===== src/rtl/rtes_defines.svh =====
// Offsets, field positions, reset values and timing counts of the transmit error block
`ifndef RTES_DEFINES_SVH
`define RTES_DEFINES_SVH

`define RTES_A_STATUS     8'h00
`define RTES_A_CTRL       8'h04
`define RTES_A_COUNT      8'h08
`define RTES_A_IRQ_STAT   8'h0C
`define RTES_A_IRQ_EN     8'h10
`define RTES_A_IRQ_CLR    8'h14

`define RTES_ST_BM_BUSY   14
`define RTES_ST_FETCH     13
`define RTES_ST_UNDER     12
`define RTES_ST_EMPTY     11
`define RTES_ST_CODE_HI   10
`define RTES_ST_CODE_LO   8
`define RTES_ST_TX_ACTIVE 4

`define RTES_CTRL_CARRIER 0
`define RTES_CTRL_START   1

`define RTES_IRQ_FETCH    0
`define RTES_IRQ_UNDER    1
`define RTES_IRQ_EMPTY    2
`define RTES_IRQ_ACT      3
`define RTES_NIRQ         4

`define RTES_CODE_RST     3'h0
`define RTES_COUNT_RST    16'h0000
`define RTES_CLK_NS       20
`define RTES_BYTE_NS      1600
`define RTES_BYTE_CYC     (`RTES_BYTE_NS / `RTES_CLK_NS)

`endif


===== src/rtl/rtes_pkg.sv =====
// Types shared by the transmit error block
package rtes_pkg;
    typedef logic [7:0]  rtes_addr_t;
    typedef logic [31:0] rtes_word_t;
    typedef logic [15:0] rtes_count_t;

    typedef struct packed {
        logic       valid;
        logic       rd_err;
        logic [7:0] data;
    } rtes_bm_s;

    typedef struct packed {
        logic       strobe;
        logic [7:0] data;
    } rtes_tx_s;

    typedef struct packed {
        logic       valid;
        logic [2:0] code;
    } rtes_fault_s;

    typedef enum logic [1:0] {
        RTES_IDLE = 2'b01,
        RTES_SEND = 2'b10
    } rtes_state_e;
endpackage : rtes_pkg


===== src/rtl/rtes_irq.sv =====
// Sticky interrupt status, enable and write-one-to-clear logic
`timescale 1ns/10ps
`include "rtes_defines.svh"
module rtes_irq (
    input  wire logic                   clk,
    input  wire logic                   rst_n,
    input  wire logic [`RTES_NIRQ-1:0]  evt,
    input  wire logic                   en_wr,
    input  wire logic                   clr_wr,
    input  wire logic [`RTES_NIRQ-1:0]  wdata,
    output logic      [`RTES_NIRQ-1:0]  status,
    output logic      [`RTES_NIRQ-1:0]  enable,
    output logic                        irq
);
    genvar i;
    generate
        for (i = 0; i < `RTES_NIRQ; i++) begin : g_bit
            // An event in the clearing cycle survives
            always_ff @(posedge clk) begin
                if (!rst_n)
                    status[i] <= 1'b0;
                else if (evt[i])
                    status[i] <= 1'b1;
                else if (clr_wr && wdata[i])
                    status[i] <= 1'b0;
            end
            always_ff @(posedge clk) begin
                if (!rst_n)
                    enable[i] <= 1'b0;
                else if (en_wr)
                    enable[i] <= wdata[i];
            end
        end
    endgenerate

    always_ff @(posedge clk) begin
        if (!rst_n)
            irq <= 1'b0;
        else
            irq <= |(status & enable);
    end
endmodule : rtes_irq


===== src/rtl/rtes_top.sv =====
// Transmit path error and status flags with APB register access
// What this block does
// Read failure sets fetch-fault flag, aborts transmission
// Late data sets underrun flag, aborts transmission
// Start with zero byte count sets flag
// Fault code valid only while fault interrupt
// Writing carrier-drive one clears fault code
// Flags and code read-only, reset to zero
`timescale 1ns/10ps
`include "rtes_defines.svh"
module rtes_top (
    input  wire logic                 CLK,
    input  wire logic                 RST_N,
    input  wire logic                 PSEL,
    input  wire logic                 PENABLE,
    input  wire logic                 PWRITE,
    input  wire rtes_pkg::rtes_addr_t PADDR,
    input  wire rtes_pkg::rtes_word_t PWDATA,
    output rtes_pkg::rtes_word_t      PRDATA,
    output logic                      PREADY,
    output logic                      PSLVERR,
    input  wire rtes_pkg::rtes_bm_s   BM_IN,
    input  wire logic                 BM_BUSY,
    output logic                      BM_REQ,
    output rtes_pkg::rtes_tx_s        TX_OUT,
    input  wire rtes_pkg::rtes_fault_s ACT_FAULT,
    output logic                      CARRIER_ON,
    output logic                      TX_ACTIVE,
    output logic                      IRQ
);
    import rtes_pkg::*;

    localparam logic [7:0] BYTE_LAST = 8'(`RTES_BYTE_CYC - 1);

    rtes_state_e            state_reg;
    rtes_count_t            count_reg;
    rtes_count_t            left_reg;
    logic [7:0]             timer_reg;
    logic                   fetch_reg;
    logic                   under_reg;
    logic                   empty_reg;
    logic [2:0]             code_reg;
    logic                   carrier_reg;
    rtes_word_t             prdata_reg;
    logic                   pready_reg;
    logic                   pslverr_reg;
    rtes_tx_s               tx_reg;
    logic [`RTES_NIRQ-1:0]  irq_evt;
    logic [`RTES_NIRQ-1:0]  irq_status;
    logic [`RTES_NIRQ-1:0]  irq_enable;
    logic                   irq_out;
    logic                   setup;
    logic                   wr;
    logic                   start;
    logic                   carrier_wr1;
    logic                   sending;
    logic                   fetch_evt;
    logic                   under_evt;
    logic                   empty_evt;
    logic                   fault_irq;
    logic                   mapped;
    rtes_word_t             rd_mux;

    assign setup       = PSEL && !PENABLE;
    assign wr          = PSEL && PENABLE && PWRITE && pready_reg;
    assign start       = wr && PADDR == `RTES_A_CTRL && PWDATA[`RTES_CTRL_START];
    assign carrier_wr1 = wr && PADDR == `RTES_A_CTRL && PWDATA[`RTES_CTRL_CARRIER];
    assign sending     = state_reg == RTES_SEND;
    // Read failure outranks lateness when both hit the same cycle
    assign fetch_evt   = sending && BM_IN.rd_err;
    assign under_evt   = sending && !BM_IN.rd_err && !BM_IN.valid
                         && timer_reg == BYTE_LAST;
    assign empty_evt   = start && !sending && count_reg == `RTES_COUNT_RST;
    assign fault_irq   = irq_status[`RTES_IRQ_ACT];

    assign irq_evt[`RTES_IRQ_FETCH] = fetch_evt;
    assign irq_evt[`RTES_IRQ_UNDER] = under_evt;
    assign irq_evt[`RTES_IRQ_EMPTY] = empty_evt;
    assign irq_evt[`RTES_IRQ_ACT]   = ACT_FAULT.valid;

    rtes_irq u_irq (
        .clk    (CLK),
        .rst_n  (RST_N),
        .evt    (irq_evt),
        .en_wr  (wr && PADDR == `RTES_A_IRQ_EN),
        .clr_wr (wr && PADDR == `RTES_A_IRQ_CLR),
        .wdata  (PWDATA[`RTES_NIRQ-1:0]),
        .status (irq_status),
        .enable (irq_enable),
        .irq    (irq_out)
    );

    // Transmit sequencer: one byte per slot from the buffer manager
    always_ff @(posedge CLK) begin
        if (!RST_N) begin
            state_reg <= RTES_IDLE;
            left_reg  <= `RTES_COUNT_RST;
            timer_reg <= 8'h00;
        end else begin
            case (state_reg)
                RTES_IDLE: begin
                    timer_reg <= 8'h00;
                    if (start && count_reg != `RTES_COUNT_RST) begin
                        state_reg <= RTES_SEND;
                        left_reg  <= count_reg;
                    end
                end
                RTES_SEND: begin
                    if (fetch_evt || under_evt) begin
                        state_reg <= RTES_IDLE;
                    end else if (BM_IN.valid) begin
                        timer_reg <= 8'h00;
                        left_reg  <= left_reg - 16'h0001;
                        if (left_reg == 16'h0001)
                            state_reg <= RTES_IDLE;
                    end else begin
                        timer_reg <= timer_reg + 8'h01;
                    end
                end
                default: state_reg <= RTES_IDLE;
            endcase
        end
    end

    always_ff @(posedge CLK) begin
        if (!RST_N)
            tx_reg <= '0;
        else begin
            tx_reg.strobe <= sending && BM_IN.valid && !BM_IN.rd_err;
            if (sending && BM_IN.valid && !BM_IN.rd_err)
                tx_reg.data <= BM_IN.data;
        end
    end

    // Flags hold until the next start; a fresh error in that cycle wins
    always_ff @(posedge CLK) begin
        if (!RST_N) begin
            fetch_reg <= 1'b0;
            under_reg <= 1'b0;
            empty_reg <= 1'b0;
        end else begin
            fetch_reg <= fetch_evt || (fetch_reg && !start);
            under_reg <= under_evt || (under_reg && !start);
            empty_reg <= empty_evt || (empty_reg && !start);
        end
    end

    always_ff @(posedge CLK) begin
        if (!RST_N)
            code_reg <= `RTES_CODE_RST;
        else if (ACT_FAULT.valid)
            code_reg <= ACT_FAULT.code;
        else if (carrier_wr1)
            code_reg <= `RTES_CODE_RST;
    end

    always_ff @(posedge CLK) begin
        if (!RST_N) begin
            count_reg   <= `RTES_COUNT_RST;
            carrier_reg <= 1'b0;
        end else if (wr && PADDR == `RTES_A_COUNT) begin
            count_reg <= PWDATA[15:0];
        end else if (wr && PADDR == `RTES_A_CTRL) begin
            carrier_reg <= PWDATA[`RTES_CTRL_CARRIER];
        end
    end

    always_comb begin
        mapped = 1'b1;
        rd_mux = '0;
        case (PADDR)
            `RTES_A_STATUS: begin
                rd_mux[`RTES_ST_BM_BUSY]   = BM_BUSY;
                rd_mux[`RTES_ST_FETCH]     = fetch_reg;
                rd_mux[`RTES_ST_UNDER]     = under_reg;
                rd_mux[`RTES_ST_EMPTY]     = empty_reg;
                // Code is masked while its interrupt is down
                rd_mux[`RTES_ST_CODE_HI:`RTES_ST_CODE_LO] =
                    fault_irq ? code_reg : `RTES_CODE_RST;
                rd_mux[`RTES_ST_TX_ACTIVE] = sending;
            end
            `RTES_A_CTRL:     rd_mux[`RTES_CTRL_CARRIER] = carrier_reg;
            `RTES_A_COUNT:    rd_mux[15:0] = count_reg;
            `RTES_A_IRQ_STAT: rd_mux[`RTES_NIRQ-1:0] = irq_status;
            `RTES_A_IRQ_EN:   rd_mux[`RTES_NIRQ-1:0] = irq_enable;
            `RTES_A_IRQ_CLR:  rd_mux = '0;
            default:          mapped = 1'b0;
        endcase
    end

    // Answer in the first access cycle; status is a read-only word
    always_ff @(posedge CLK) begin
        if (!RST_N) begin
            pready_reg  <= 1'b0;
            pslverr_reg <= 1'b0;
            prdata_reg  <= '0;
        end else begin
            pready_reg  <= setup;
            pslverr_reg <= setup && !mapped;
            if (setup)
                prdata_reg <= PWRITE ? '0 : rd_mux;
        end
    end

    assign PRDATA     = prdata_reg;
    assign PREADY     = pready_reg;
    assign PSLVERR    = pslverr_reg;
    assign BM_REQ     = sending;
    assign TX_OUT     = tx_reg;
    assign CARRIER_ON = carrier_reg;
    assign TX_ACTIVE  = sending;
    assign IRQ        = irq_out;

    chk_fetch_abort: assert property (@(posedge CLK) disable iff (!RST_N)
        fetch_evt |=> fetch_reg && state_reg == RTES_IDLE)
        else $error("read failure did not flag and abort");

    chk_under_abort: assert property (@(posedge CLK) disable iff (!RST_N)
        sending && !BM_IN.valid && !BM_IN.rd_err [*1] ##0 timer_reg == BYTE_LAST
        |=> under_reg && !TX_ACTIVE)
        else $error("late byte did not flag underrun");

    chk_empty_start: assert property (@(posedge CLK) disable iff (!RST_N)
        start && !sending && count_reg == 16'h0000 |=> empty_reg && !TX_ACTIVE)
        else $error("empty start not flagged");

    chk_code_masked: assert property (@(posedge CLK) disable iff (!RST_N)
        PREADY && !PWRITE && PADDR == `RTES_A_STATUS && !$past(fault_irq)
        |-> PRDATA[`RTES_ST_CODE_HI:`RTES_ST_CODE_LO] == 3'h0)
        else $error("fault code visible without its interrupt");

    chk_code_clear: assert property (@(posedge CLK) disable iff (!RST_N)
        carrier_wr1 && !ACT_FAULT.valid |=> code_reg == 3'h0)
        else $error("carrier write did not clear fault code");

    chk_flags_ro: assert property (@(posedge CLK) disable iff (!RST_N)
        wr && PADDR == `RTES_A_STATUS |=> fetch_reg == $past(fetch_reg)
        || $past(fetch_evt) || $past(start))
        else $error("status write changed a flag");

    chk_timer_bound: assert property (@(posedge CLK) disable iff (!RST_N)
        sending |-> timer_reg <= BYTE_LAST)
        else $error("byte slot timer ran past its deadline");

    chk_fault_irq: assert property (@(posedge CLK) disable iff (!RST_N)
        ACT_FAULT.valid ##1 irq_enable[`RTES_IRQ_ACT] |=> IRQ)
        else $error("enabled fault did not raise interrupt");
endmodule : rtes_top


===== config.mk =====
export PLATFORM = sky130hd
export DESIGN_NAME = rtes_top
export DESIGN_NICKNAME = d
export VERILOG_FILES = /design/src/rtl/rtes_pkg.sv /design/src/rtl/rtes_irq.sv /design/src/rtl/rtes_top.sv
export VERILOG_INCLUDE_DIRS = /design/src /design/src/rtl
export SDC_FILE = /design/constraint.sdc
export NUM_CORES = 1
export LEC_CHECK = 0
export BUFFER_PORTS_ARGS = -buffer_cell sky130_fd_sc_hd__buf_2
export CAP_MARGIN = 10
export CORE_MARGIN = 4
export CORE_UTILIZATION = 47
export DETAILED_ROUTE_END_ITERATION = 16
export HOLD_SLACK_MARGIN = 0.08
export PLACE_DENSITY = 0.74
export SKIP_LAST_GASP = 1
export SYNTH_ARGS = -nofsm -noshare
export SYNTH_HDL_FRONTEND = slang
export SYNTH_HIERARCHICAL = 1
export SYNTH_SLANG_ARGS = --single-unit

===== constraint.sdc =====
create_clock -name CLK -period 2.4 [get_ports CLK]
set_input_delay 0.48 -clock CLK [delete_from_list [all_inputs] [get_ports CLK]]
set_output_delay 0.48 -clock CLK [all_outputs]
set_load 0.005 [all_outputs]

==> results.toml, run 1 <==
[sta]
grt_setup_unrepaired = "no"
period_share = 0.879
fmax_ghz = 0.474
finalHoldViolations = 0
drv_slew = 0
fin_ws_ns = 0.291
tightest_slew_ns = 0.788
period_needed_ns = 2.11
clock_skew_ns = 0.0173
maxSlewHeadroom = 0.475
finalSetupViolCount = 0

[worst_setup_path]
cp.required_ns = 2.63
crit_end = "left_reg[3]$_SDFFE_PN0P_"
rr_worst_depth = 5
cp_cell_sequence = "nor4_1 -> nand4_1 -> a31oi_2 -> o22a_1 -> nor2_1"
reg2reg_slack_ns = 0.29
arrival_ns = 2.34
slowest_delay_ns = 0.56
worstSetupPathType = "flop to flop"
regToRegEndpoint = "left_reg[3]$_SDFFE_PN0P_"
crit_cells = 5
crit_slowest_cell = "a31oi_2"
crit_start = "count_reg[6]$_SDFFE_PN0P_"
critPathLaunchType = "flop"
cp_max_fo = 9
path_buf_inv = 0
crit_family = "simple AND/OR/NAND/NOR gates"
r2r_start = "count_reg[6]$_SDFFE_PN0P_"
critPathCaptureType = "flop"

[global_route]
overflow = 0
grt_first_pass_wirelength_mm = 17.6
grt_antenna_before_repair = 0
grt_start_max_net_pins = 43
grt_util_all_layers = 0.217
grt_pass1_vias = 3615

[clock_tree]
post_cts_resize_count = 0
worstSkewPairLatency_ns = 0.36
clock-root-buffer = "clkbuf_8"
clock_path_buffers = 2
cts_hold_buf = 0
numCtsBuffers = 9
clock_sinks = 85
htreeDepth = 3
clk_pin_slew_ns = 0.10
cts_tree = "done"
postCtsSetupRepairBufs = 0

[job]
drv_cap = 0

[finish]
diodes = 0
nets = 595
drive_gt1_frac = 0.220
area_growth_pct = 18.6
nFillCells = 739
stdcell_count = 642

[outcome]
status = "finished, final reports clean"

[die]
boundaryPins = 107
dieArea_um2 = 9990
rows = 33
initial_utilization = 0.483
die_height_um = 99.9
core_area_um2 = 8220
die_x_um = 99.9

[synth]
synth_top_area_cell = "dfxtp_1"
synth_edf_count = 0
synth_area_leaders = "dfxtp_1, mux2i_1, nor2_1"
avgSynthCellArea_um2 = 8.79
seq_area_frac_synth = 0.428
synthCells = 452
synth-seq-cells = 85
yosysTopAreaCellShare = 0.428
yosys.cell_count.top_type = "dfxtp_1"
synth_area_um2 = 3970
ys_types = 62
synth_common_cells = "dfxtp_1, nor2_1, nand2_1"
synth_flop_cell = "dfxtp_1"
async_reset_ff_frac = 0
ys.warnings.count = 6

[routing]
ant_nets = 0
first_pass_iters = 7
wl_per_cell_um = 16.6
first_iter_violations = 258
drc_errors = 0
totalWireLength_mm = 10.6
vias = 3754
via_per_inst = 5.85

[placed_design]
place.gp.congestion = 0.870
dpl.cell_count = 626
dp_slack_ns = -0.0321
port-buffer-count = 74
hpwl_mm = 7.77

[power]
p_per_area_nw_per_um2 = 569
leakagePower_nw = 2.03
ir_drop_uv = 344

[hold_path]
holdCritPathClass = "input pin to flop"
==> final cells by class <==
cell class | count | area [µm²] | share of cell area
inverters | 8 | 30.0 | 0.00637
repair buffers | 95 | 541 | 0.115
clock buffers | 9 | 124 | 0.0263
well taps | 105 | 131 | 0.0279
clock inverters | 7 | 103 | 0.0218
flip-flops and latches | 85 | 1700 | 0.361
multi-input cells | 333 | 2080 | 0.442
==> cell usage in the layout, fill, tap and decap left out, types with 4 or more instances in the layout <==
cell,instances
clkbuf_8,9
and3_1,6
o211ai_1,9
nor3_1,10
conb_1,16
buf_2,74
inv_1,7
o21ai_0,12
a31oi_1,5
a21boi_0,5
o2111ai_1,4
dfxtp_1,85
o21a_1,7
and2_1,4
nor4_1,9
or3_1,5
a21oi_1,24
xor2_1,7
nor2b_1,6
a22oi_1,13
o21ai_1,4
buf_4,20
nor2_1,58
mux2i_1,24
nand3_1,9
nand2_1,35
a222oi_1,8
nand4_1,4
==> report_power, final <==
part           total (mW)  switching (mW)  internal [mW]  leakage, nW
clock network        1.15           0.551          0.601        0.116
logic               0.112          0.0685         0.0438         1.23
registers            1.42         0.00381           1.41        0.685
total                2.68           0.623           2.06         2.03
==> through the flow <==
step	power, mW	cell area, µm²	TNS, ns	hold slack, ns	utilization
after floorplan	1.52	4030	0	0.436	-
after global placement	1.56	4480	-0.0311	0.440	0.545
after detailed placement	1.56	4480	-0.112	0.450	0.545
after CTS	2.71	4710	0	0.329	0.573
after global routing	2.77	4710	0	0.345	0.573
final	2.68	4710	0	0.347	0.573
==> worst min-delay path, cell delays in order <==
cell and delay, ns:
buf_2 0.08, mux2i_1 0.05, nor2_1 0.07
==> cell families after synthesis <==
family | count (synthesis) | share of synthesized area
AND/OR/NAND/NOR | 165 | 0.208
flip-flops | 85 | 0.428
other | 1 | 0.000944
multiplexers | 24 | 0.0605
adder cells (fa/ha/maj) | 3 | 0.00945
AO/OA/AOI/OAI | 118 | 0.212
buffers and inverters | 49 | 0.0649
XOR/XNOR | 7 | 0.0154
==> worst min path at each step <==
stage	from	to	slack, ns	depth (start not counted)
6_report	PWDATA[9]	count_reg[9]$_SDFFE_PN0P_	0.35	3
5_1_grt	PWDATA[8]	count_reg[8]$_SDFFE_PN0P_	0.34	3
4_1_cts	PWDATA[9]	count_reg[9]$_SDFFE_PN0P_	0.33	3
3_5_place_dp	TX_OUT[2]$_SDFFE_PN0P_	TX_OUT[2]$_SDFFE_PN0P_	0.45	2
3_3_place_gp	TX_OUT[3]$_SDFFE_PN0P_	TX_OUT[3]$_SDFFE_PN0P_	0.44	2
2_1_floorplan	empty_reg$_SDFF_PN0_	empty_reg$_SDFF_PN0_	0.44	2
==> routing by layer <==
| layer | global-route usage | vias up | part of all wire |
|---|---|---|---|
| met3 | 0.0403 | 15 | 0.056 |
| met5 | 0 | - | 0 |
| met1 | 0.287 | 1818 | 0.44 |
| met4 | 0.0746 | 0 | 0.015 |
| met2 | 0.358 | 122 | 0.49 |
| li1 | - | 1799 | - |
Power figures use the tool's default switching activity.
==> run 2: changes to the inputs <==
--- a/config.mk
+++ b/config.mk
@@ -6,13 +6,14 @@
 export SDC_FILE = /design/constraint.sdc
 export NUM_CORES = 1
 export LEC_CHECK = 0
+export ABC_AREA = 1
 export BUFFER_PORTS_ARGS = -buffer_cell sky130_fd_sc_hd__buf_2
 export CAP_MARGIN = 10
 export CORE_MARGIN = 4
-export CORE_UTILIZATION = 47
+export CORE_UTILIZATION = 48
 export DETAILED_ROUTE_END_ITERATION = 16
 export HOLD_SLACK_MARGIN = 0.08
-export PLACE_DENSITY = 0.74
+export PLACE_DENSITY = 0.75
 export SKIP_LAST_GASP = 1
 export SYNTH_ARGS = -nofsm -noshare
 export SYNTH_HDL_FRONTEND = slang
==> results.toml, run 2 <==
[worst_setup_path]
r2r_start = "timer_reg[0]$_SDFFE_PN0P_"
arrival_ns = 2.37
cp_cell_sequence = "ha_1 -> nand3_1 -> nor2_1 -> nand3_1 -> nand2_2 -> a21oi_4 -> nand2_4 -> nor2_1 -> nor2_1"
cp_common_cell = "nor2_1"
reg2reg_slack_ns = 0.28
cp_max_fo = 18
regToRegEndpoint = "left_reg[12]$_SDFFE_PN0P_"
critPathLaunchType = "flop"
rr_worst_depth = 9
worstSetupPathType = "flop to flop"
slowest_delay_ns = 0.46
cp.required_ns = 2.65
critPathCaptureType = "flop"
crit_slowest_cell = "a21oi_4"

[finish]
multi_input_comb_area_um2 = 2200
final_cell_mix = "nand2_1, nor2_1, dfxtp_1"
design_area_um2 = 4980
area_growth_pct = 15.0
stdcell_count = 853
final_common_cell = "nand2_1"
nets = 803
drive_gt1_frac = 0.160
diodes = 0
ff_latch_area_um2 = 1700
nFillCells = 855

[sta]
clock_skew_ns = 0.00790
maxSlewHeadroom = 0.609
period_needed_ns = 2.12
fmax_ghz = 0.471
finalSetupViolCount = 0
finalHoldViolations = 0
setup_tns_ns = 0
period_share = 0.885
drv_slew = 0
grt_setup_unrepaired = "no"
tightest_slew_ns = 0.583

[synth]
yosysTopAreaCellShare = 0.393
avgSynthCellArea_um2 = 6.50
ys.warnings.count = 6
synth_area_leaders = "dfxtp_1, nand2_1, nor2_1"
seq_area_frac_synth = 0.393
synth_area_um2 = 4330
synth_flop_cell = "dfxtp_1"
ys_types = 33
synth-seq-cells = 85
synth_top_area_cell = "dfxtp_1"
async_reset_ff_frac = 0
synthCells = 667
synth_common_cells = "nand2_1, nor2_1, dfxtp_1"
yosys.cell_count.top_type = "nand2_1"
synth_edf_count = 0

[job]
drv_cap = 0

[global_route]
grt-busiest-layer = "met2"
gr-usage-met3 = 0.0386
grt_pass1_vias = 4190
grt_first_pass_wirelength_mm = 18.5
grt_start_max_net_pins = 51
grtUsageMet1 = 0.267
grt_util_all_layers = 0.216
grt_antenna_before_repair = 0
use_met2 = 0.378
overflow = 0

[clock_tree]
post_cts_resize_count = 0
clk_pin_slew_ns = 0.09
clock_path_buffers = 2
clock-root-buffer = "clkbuf_8"
cts_tree = "done"
numCtsBuffers = 9
cts_hold_buf = 0
clock_sinks = 85
postCtsSetupRepairBufs = 0
worstSkewPairLatency_ns = 0.35
htreeDepth = 3

[power]
p_sw_mw = 1.02
seq_power_share = 0.440
ir_drop_uv = 341
internal_power_mw = 2.39
p_per_area_nw_per_um2 = 685
swShare = 0.300
clockPowerShare = 0.353
pwr-share-comb = 0.207
leakagePower_nw = 2.45

[routing]
wl_per_cell_um = 13.0
first_pass_iters = 6
via_per_inst = 5.14
vias = 4388
ant_nets = 0
totalWireLength_mm = 11.1
first_iter_violations = 235
drc_errors = 0

[die]
dieArea_um2 = 10600
die_height_um = 103
rows = 34
die_x_um = 103
initial_utilization = 0.494
boundaryPins = 107
core_area_um2 = 8760

[hold_path]
whs_endpoint = "TX_OUT[0]$_SDFFE_PN0P_"
hp-start = "BM_IN[0]"
hold_path_depth = 3
holdCritPathClass = "input pin to flop"

[placed_design]
port-buffer-count = 74
hpwl_mm = 8.34
placed_area_um2 = 4740
place.gp.congestion = 0.852
dpl.cell_count = 837

[outcome]
status = "finished, final reports clean"
## run 2: cell types whose count changed after synthesis, moves of 8 or more
cell / delta
nand2_1: +130
nor2_1: +72
inv_1: +61
nand3_1: +40
o21ai_0: +29
mux2i_1: -24
a21oi_1: +16
a22oi_1: -12
nor4_1: -9
a222oi_1: -8
## run 2: cell families after synthesis
kind of cell | after synthesis | share of synthesized area
compound gates | 96 | 0.121
flops | 85 | 0.393
other cells | 1 | 0.000865
fa+ha+maj | 3 | 0.00866
simple gates | 372 | 0.361
xor+xnor | 2 | 0.00404
buf+inv | 108 | 0.112
## run 2: how the worst max path moves through the flow
stage                                         start                          to  depth (start not counted)
after global placement    timer_reg[0]$_SDFFE_PN0P_   left_reg[12]$_SDFFE_PN0P_                          9
after detailed placement  timer_reg[0]$_SDFFE_PN0P_   left_reg[12]$_SDFFE_PN0P_                          9
after CTS                 timer_reg[0]$_SDFFE_PN0P_   left_reg[12]$_SDFFE_PN0P_                          9
after floorplan                            PADDR[6]  count_reg[14]$_SDFFE_PN0P_                          9
final                     timer_reg[0]$_SDFFE_PN0P_   left_reg[12]$_SDFFE_PN0P_                          9
after global routing      timer_reg[0]$_SDFFE_PN0P_   left_reg[14]$_SDFFE_PN0P_                         10
## run 2: power by group through the flow
stage	Combinational (mW)	Clock [mW]	Sequential, mW
final	0.708	1.20	1.50
after global routing	0.849	1.29	1.51
after CTS	0.704	1.22	1.50
after detailed placement	0.698	0	1.53
after global placement	0.681	0	1.53
after floorplan	0.569	0	1.52
## run 2: critical path: cells and delay by family (launching register included)
| family | cells | cell delay [ns] |
|---|---|---|
| AO/OA/AOI/OAI | 1 | 0.46 |
| AND/OR/NAND/NOR | 7 | 0.98 |
| adder cells (fa/ha/maj) | 1 | 0.23 |
| flip-flops | 1 | 0.35 |
## run 2: metal layers
layer  wire, µm  up-vias  part of all wire
met3        592       20             0.054
li1           -     2224                 -
met2       5420      132              0.49
met4        226        0             0.020
met5          0        -                 0
met1       4810     2012              0.44
## run 2: through the flow
| step | utilization | hold WS, ns | setup slack (ns) | power [mW] |
|---|---|---|---|---|
| finish | 0.568 | 0.348 | 0.276 | 3.41 |
| global placement | 0.541 | 0.452 | 0.380 | 2.21 |
| CTS | 0.568 | 0.338 | 0.283 | 3.43 |
| floorplan | - | 0.440 | 0.703 | 2.09 |
| global route | 0.568 | 0.347 | 0.0682 | 3.65 |
| detailed placement | 0.541 | 0.454 | 0.311 | 2.23 |
## run 2: final cells by class
type,instances,share of cell area
clock inverter,7,0.0229
sequential,85,0.342
clock buffer,9,0.0249
inverter,73,0.0550
multi-input combinational,489,0.442
timing repair buffer,82,0.0864
tap,108,0.0271
==> run 3: changes to the inputs <==
--- a/config.mk
+++ b/config.mk
@@ -13,7 +13,7 @@
 export CORE_UTILIZATION = 48
 export DETAILED_ROUTE_END_ITERATION = 16
 export HOLD_SLACK_MARGIN = 0.08
-export PLACE_DENSITY = 0.75
+export PLACE_DENSITY = 0.86
 export SKIP_LAST_GASP = 1
 export SYNTH_ARGS = -nofsm -noshare
 export SYNTH_HDL_FRONTEND = slang
==> results.toml, run 3 (synthesis gave the netlist of run 2 again) <==
[placed_design]
port-buffer-count = 74
dp_slack_ns = 0.343
placed_area_um2 = 4750
dpl.cell_count = 838
hpwl_mm = 7.84
place.gp.congestion = 0.858

[worst_setup_path]
arrival_ns = 1.64
worstSetupPathType = "flop to output port"
cp.required_ns = 1.92
cp_common_cell = "inv_1"
crit_slowest_cell = "inv_1"
slowest_delay_ns = 0.40
critPathLaunchType = "flop"
cp_max_fo = 17
critPathCaptureType = "output port"
cp_cell_sequence = "inv_1 -> nand2_1 -> buf_4 -> inv_1 -> buf_2"

[routing]
totalWireLength_mm = 10.9
vias = 4366
first_pass_iters = 5
via_per_inst = 5.11
drc_errors = 0
ant_nets = 0
first_iter_violations = 298
wl_per_cell_um = 12.7

[clock_tree]
htreeDepth = 3
clock_sinks = 85
cts_hold_buf = 0
clock-root-buffer = "clkbuf_8"
worstSkewPairLatency_ns = 0.36
numCtsBuffers = 9
cts_tree = "done"
clk_pin_slew_ns = 0.09
postCtsSetupRepairBufs = 0
clock_path_buffers = 2
post_cts_resize_count = 0

[sta]
clock_skew_ns = 0.0111
grt_setup_unrepaired = "no"
period_share = 0.884
maxSlewHeadroom = 0.602
drv_slew = 0
setup_tns_ns = 0
finalHoldViolations = 0
fin_ws_ns = 0.277
period_needed_ns = 2.12
fmax_ghz = 0.471
finalSetupViolCount = 0
tightest_slew_ns = 0.594
whs_ns = 0.335

[finish]
drive_gt1_frac = 0.161
fin_util = 0.566
diodes = 0
stdcell_count = 854
design_area_um2 = 4960
nets = 804
final_common_cell = "nand2_1"
final_cell_mix = "nand2_1, nor2_1, dfxtp_1"
area_growth_pct = 14.4

[die]
initial_utilization = 0.494
die_height_um = 103
die_x_um = 103
rows = 34
core_area_um2 = 8760
dieArea_um2 = 10600
boundaryPins = 107

[power]
p_sw_mw = 1.06
clockPowerShare = 0.324
swShare = 0.322
leakagePower_nw = 2.44
seq_power_share = 0.459
pwr-share-comb = 0.217
p_per_area_nw_per_um2 = 660
ir_drop_uv = 417
internal_power_mw = 2.22
total_power_mw = 3.27

[outcome]
status = "finished, final reports clean"

[global_route]
grt_antenna_before_repair = 0
grt_start_max_net_pins = 51
overflow = 0
grt_first_pass_wirelength_mm = 17.8
grt_pass1_vias = 3885
grt_util_all_layers = 0.210

[job]
drv_cap = 0

[hold_path]
holdCritPathClass = "input pin to flop"
## run 3: cell types whose count changed in the layout (fill, tap and decap cells not counted), sizes merged
cell / previous run / this run
buf: 82 / 83
inv: 71 / 73
clkinvlp: 0 / 1
clkinv: 6 / 4
bufinv: 3 / 1
clkbuf: 9 / 10
## run 3: final cells by class
type	instances	area, µm²
fill	839	3810
clock inverter	6	68.8
tap	108	135
timing repair buffer	83	438
multi-input combinational	489	2200
sequential	85	1700
inverter	73	274
clock buffer	10	138
## run 3: power groups by stage
stage / Sequential, mW / Combinational (mW) / Clock [mW]
4_1_cts: 1.50 / 0.702 / 1.07
2_1_floorplan: 1.52 / 0.569 / 0
5_1_grt: 1.51 / 0.831 / 1.13
6_report: 1.50 / 0.709 / 1.06
3_5_place_dp: 1.53 / 0.697 / 0
3_3_place_gp: 1.53 / 0.683 / 0
## run 3: worst max-delay path: cells and delay by family, from the launching register on
kind	cells	cell delay (ns)
buffers and inverters	4	0.88
flip-flops	1	0.31
AND/OR/NAND/NOR	1	0.09
## run 3: worst paths after layout
| kind | startpoint | to | cells past startpoint | slack, ns |
|---|---|---|---|---|
| setup / recovery | state_reg[0]$_SDFFE_PN1P_ | BM_REQ | 5 | 0.28 |
| hold reg to reg | PRDATA[7]$_SDFFE_PN0P_ | PRDATA[7]$_SDFFE_PN0P_ | 2 | 0.47 |
| hold / removal | BM_IN[4] | TX_OUT[4]$_SDFFE_PN0P_ | 3 | 0.34 |
| setup reg to reg | timer_reg[0]$_SDFFE_PN0P_ | left_reg[5]$_SDFFE_PN0P_ | 10 | 0.29 |
## run 3: per-layer routing
layer | share of wire | vias to the layer above | track usage
met3 | 0.077 | 17 | 0.0419
met1 | 0.43 | 1956 | 0.276
met2 | 0.48 | 163 | 0.350
met5 | 0 | - | 0
li1 | - | 2230 | -
met4 | 0.014 | 0 | 0.0627
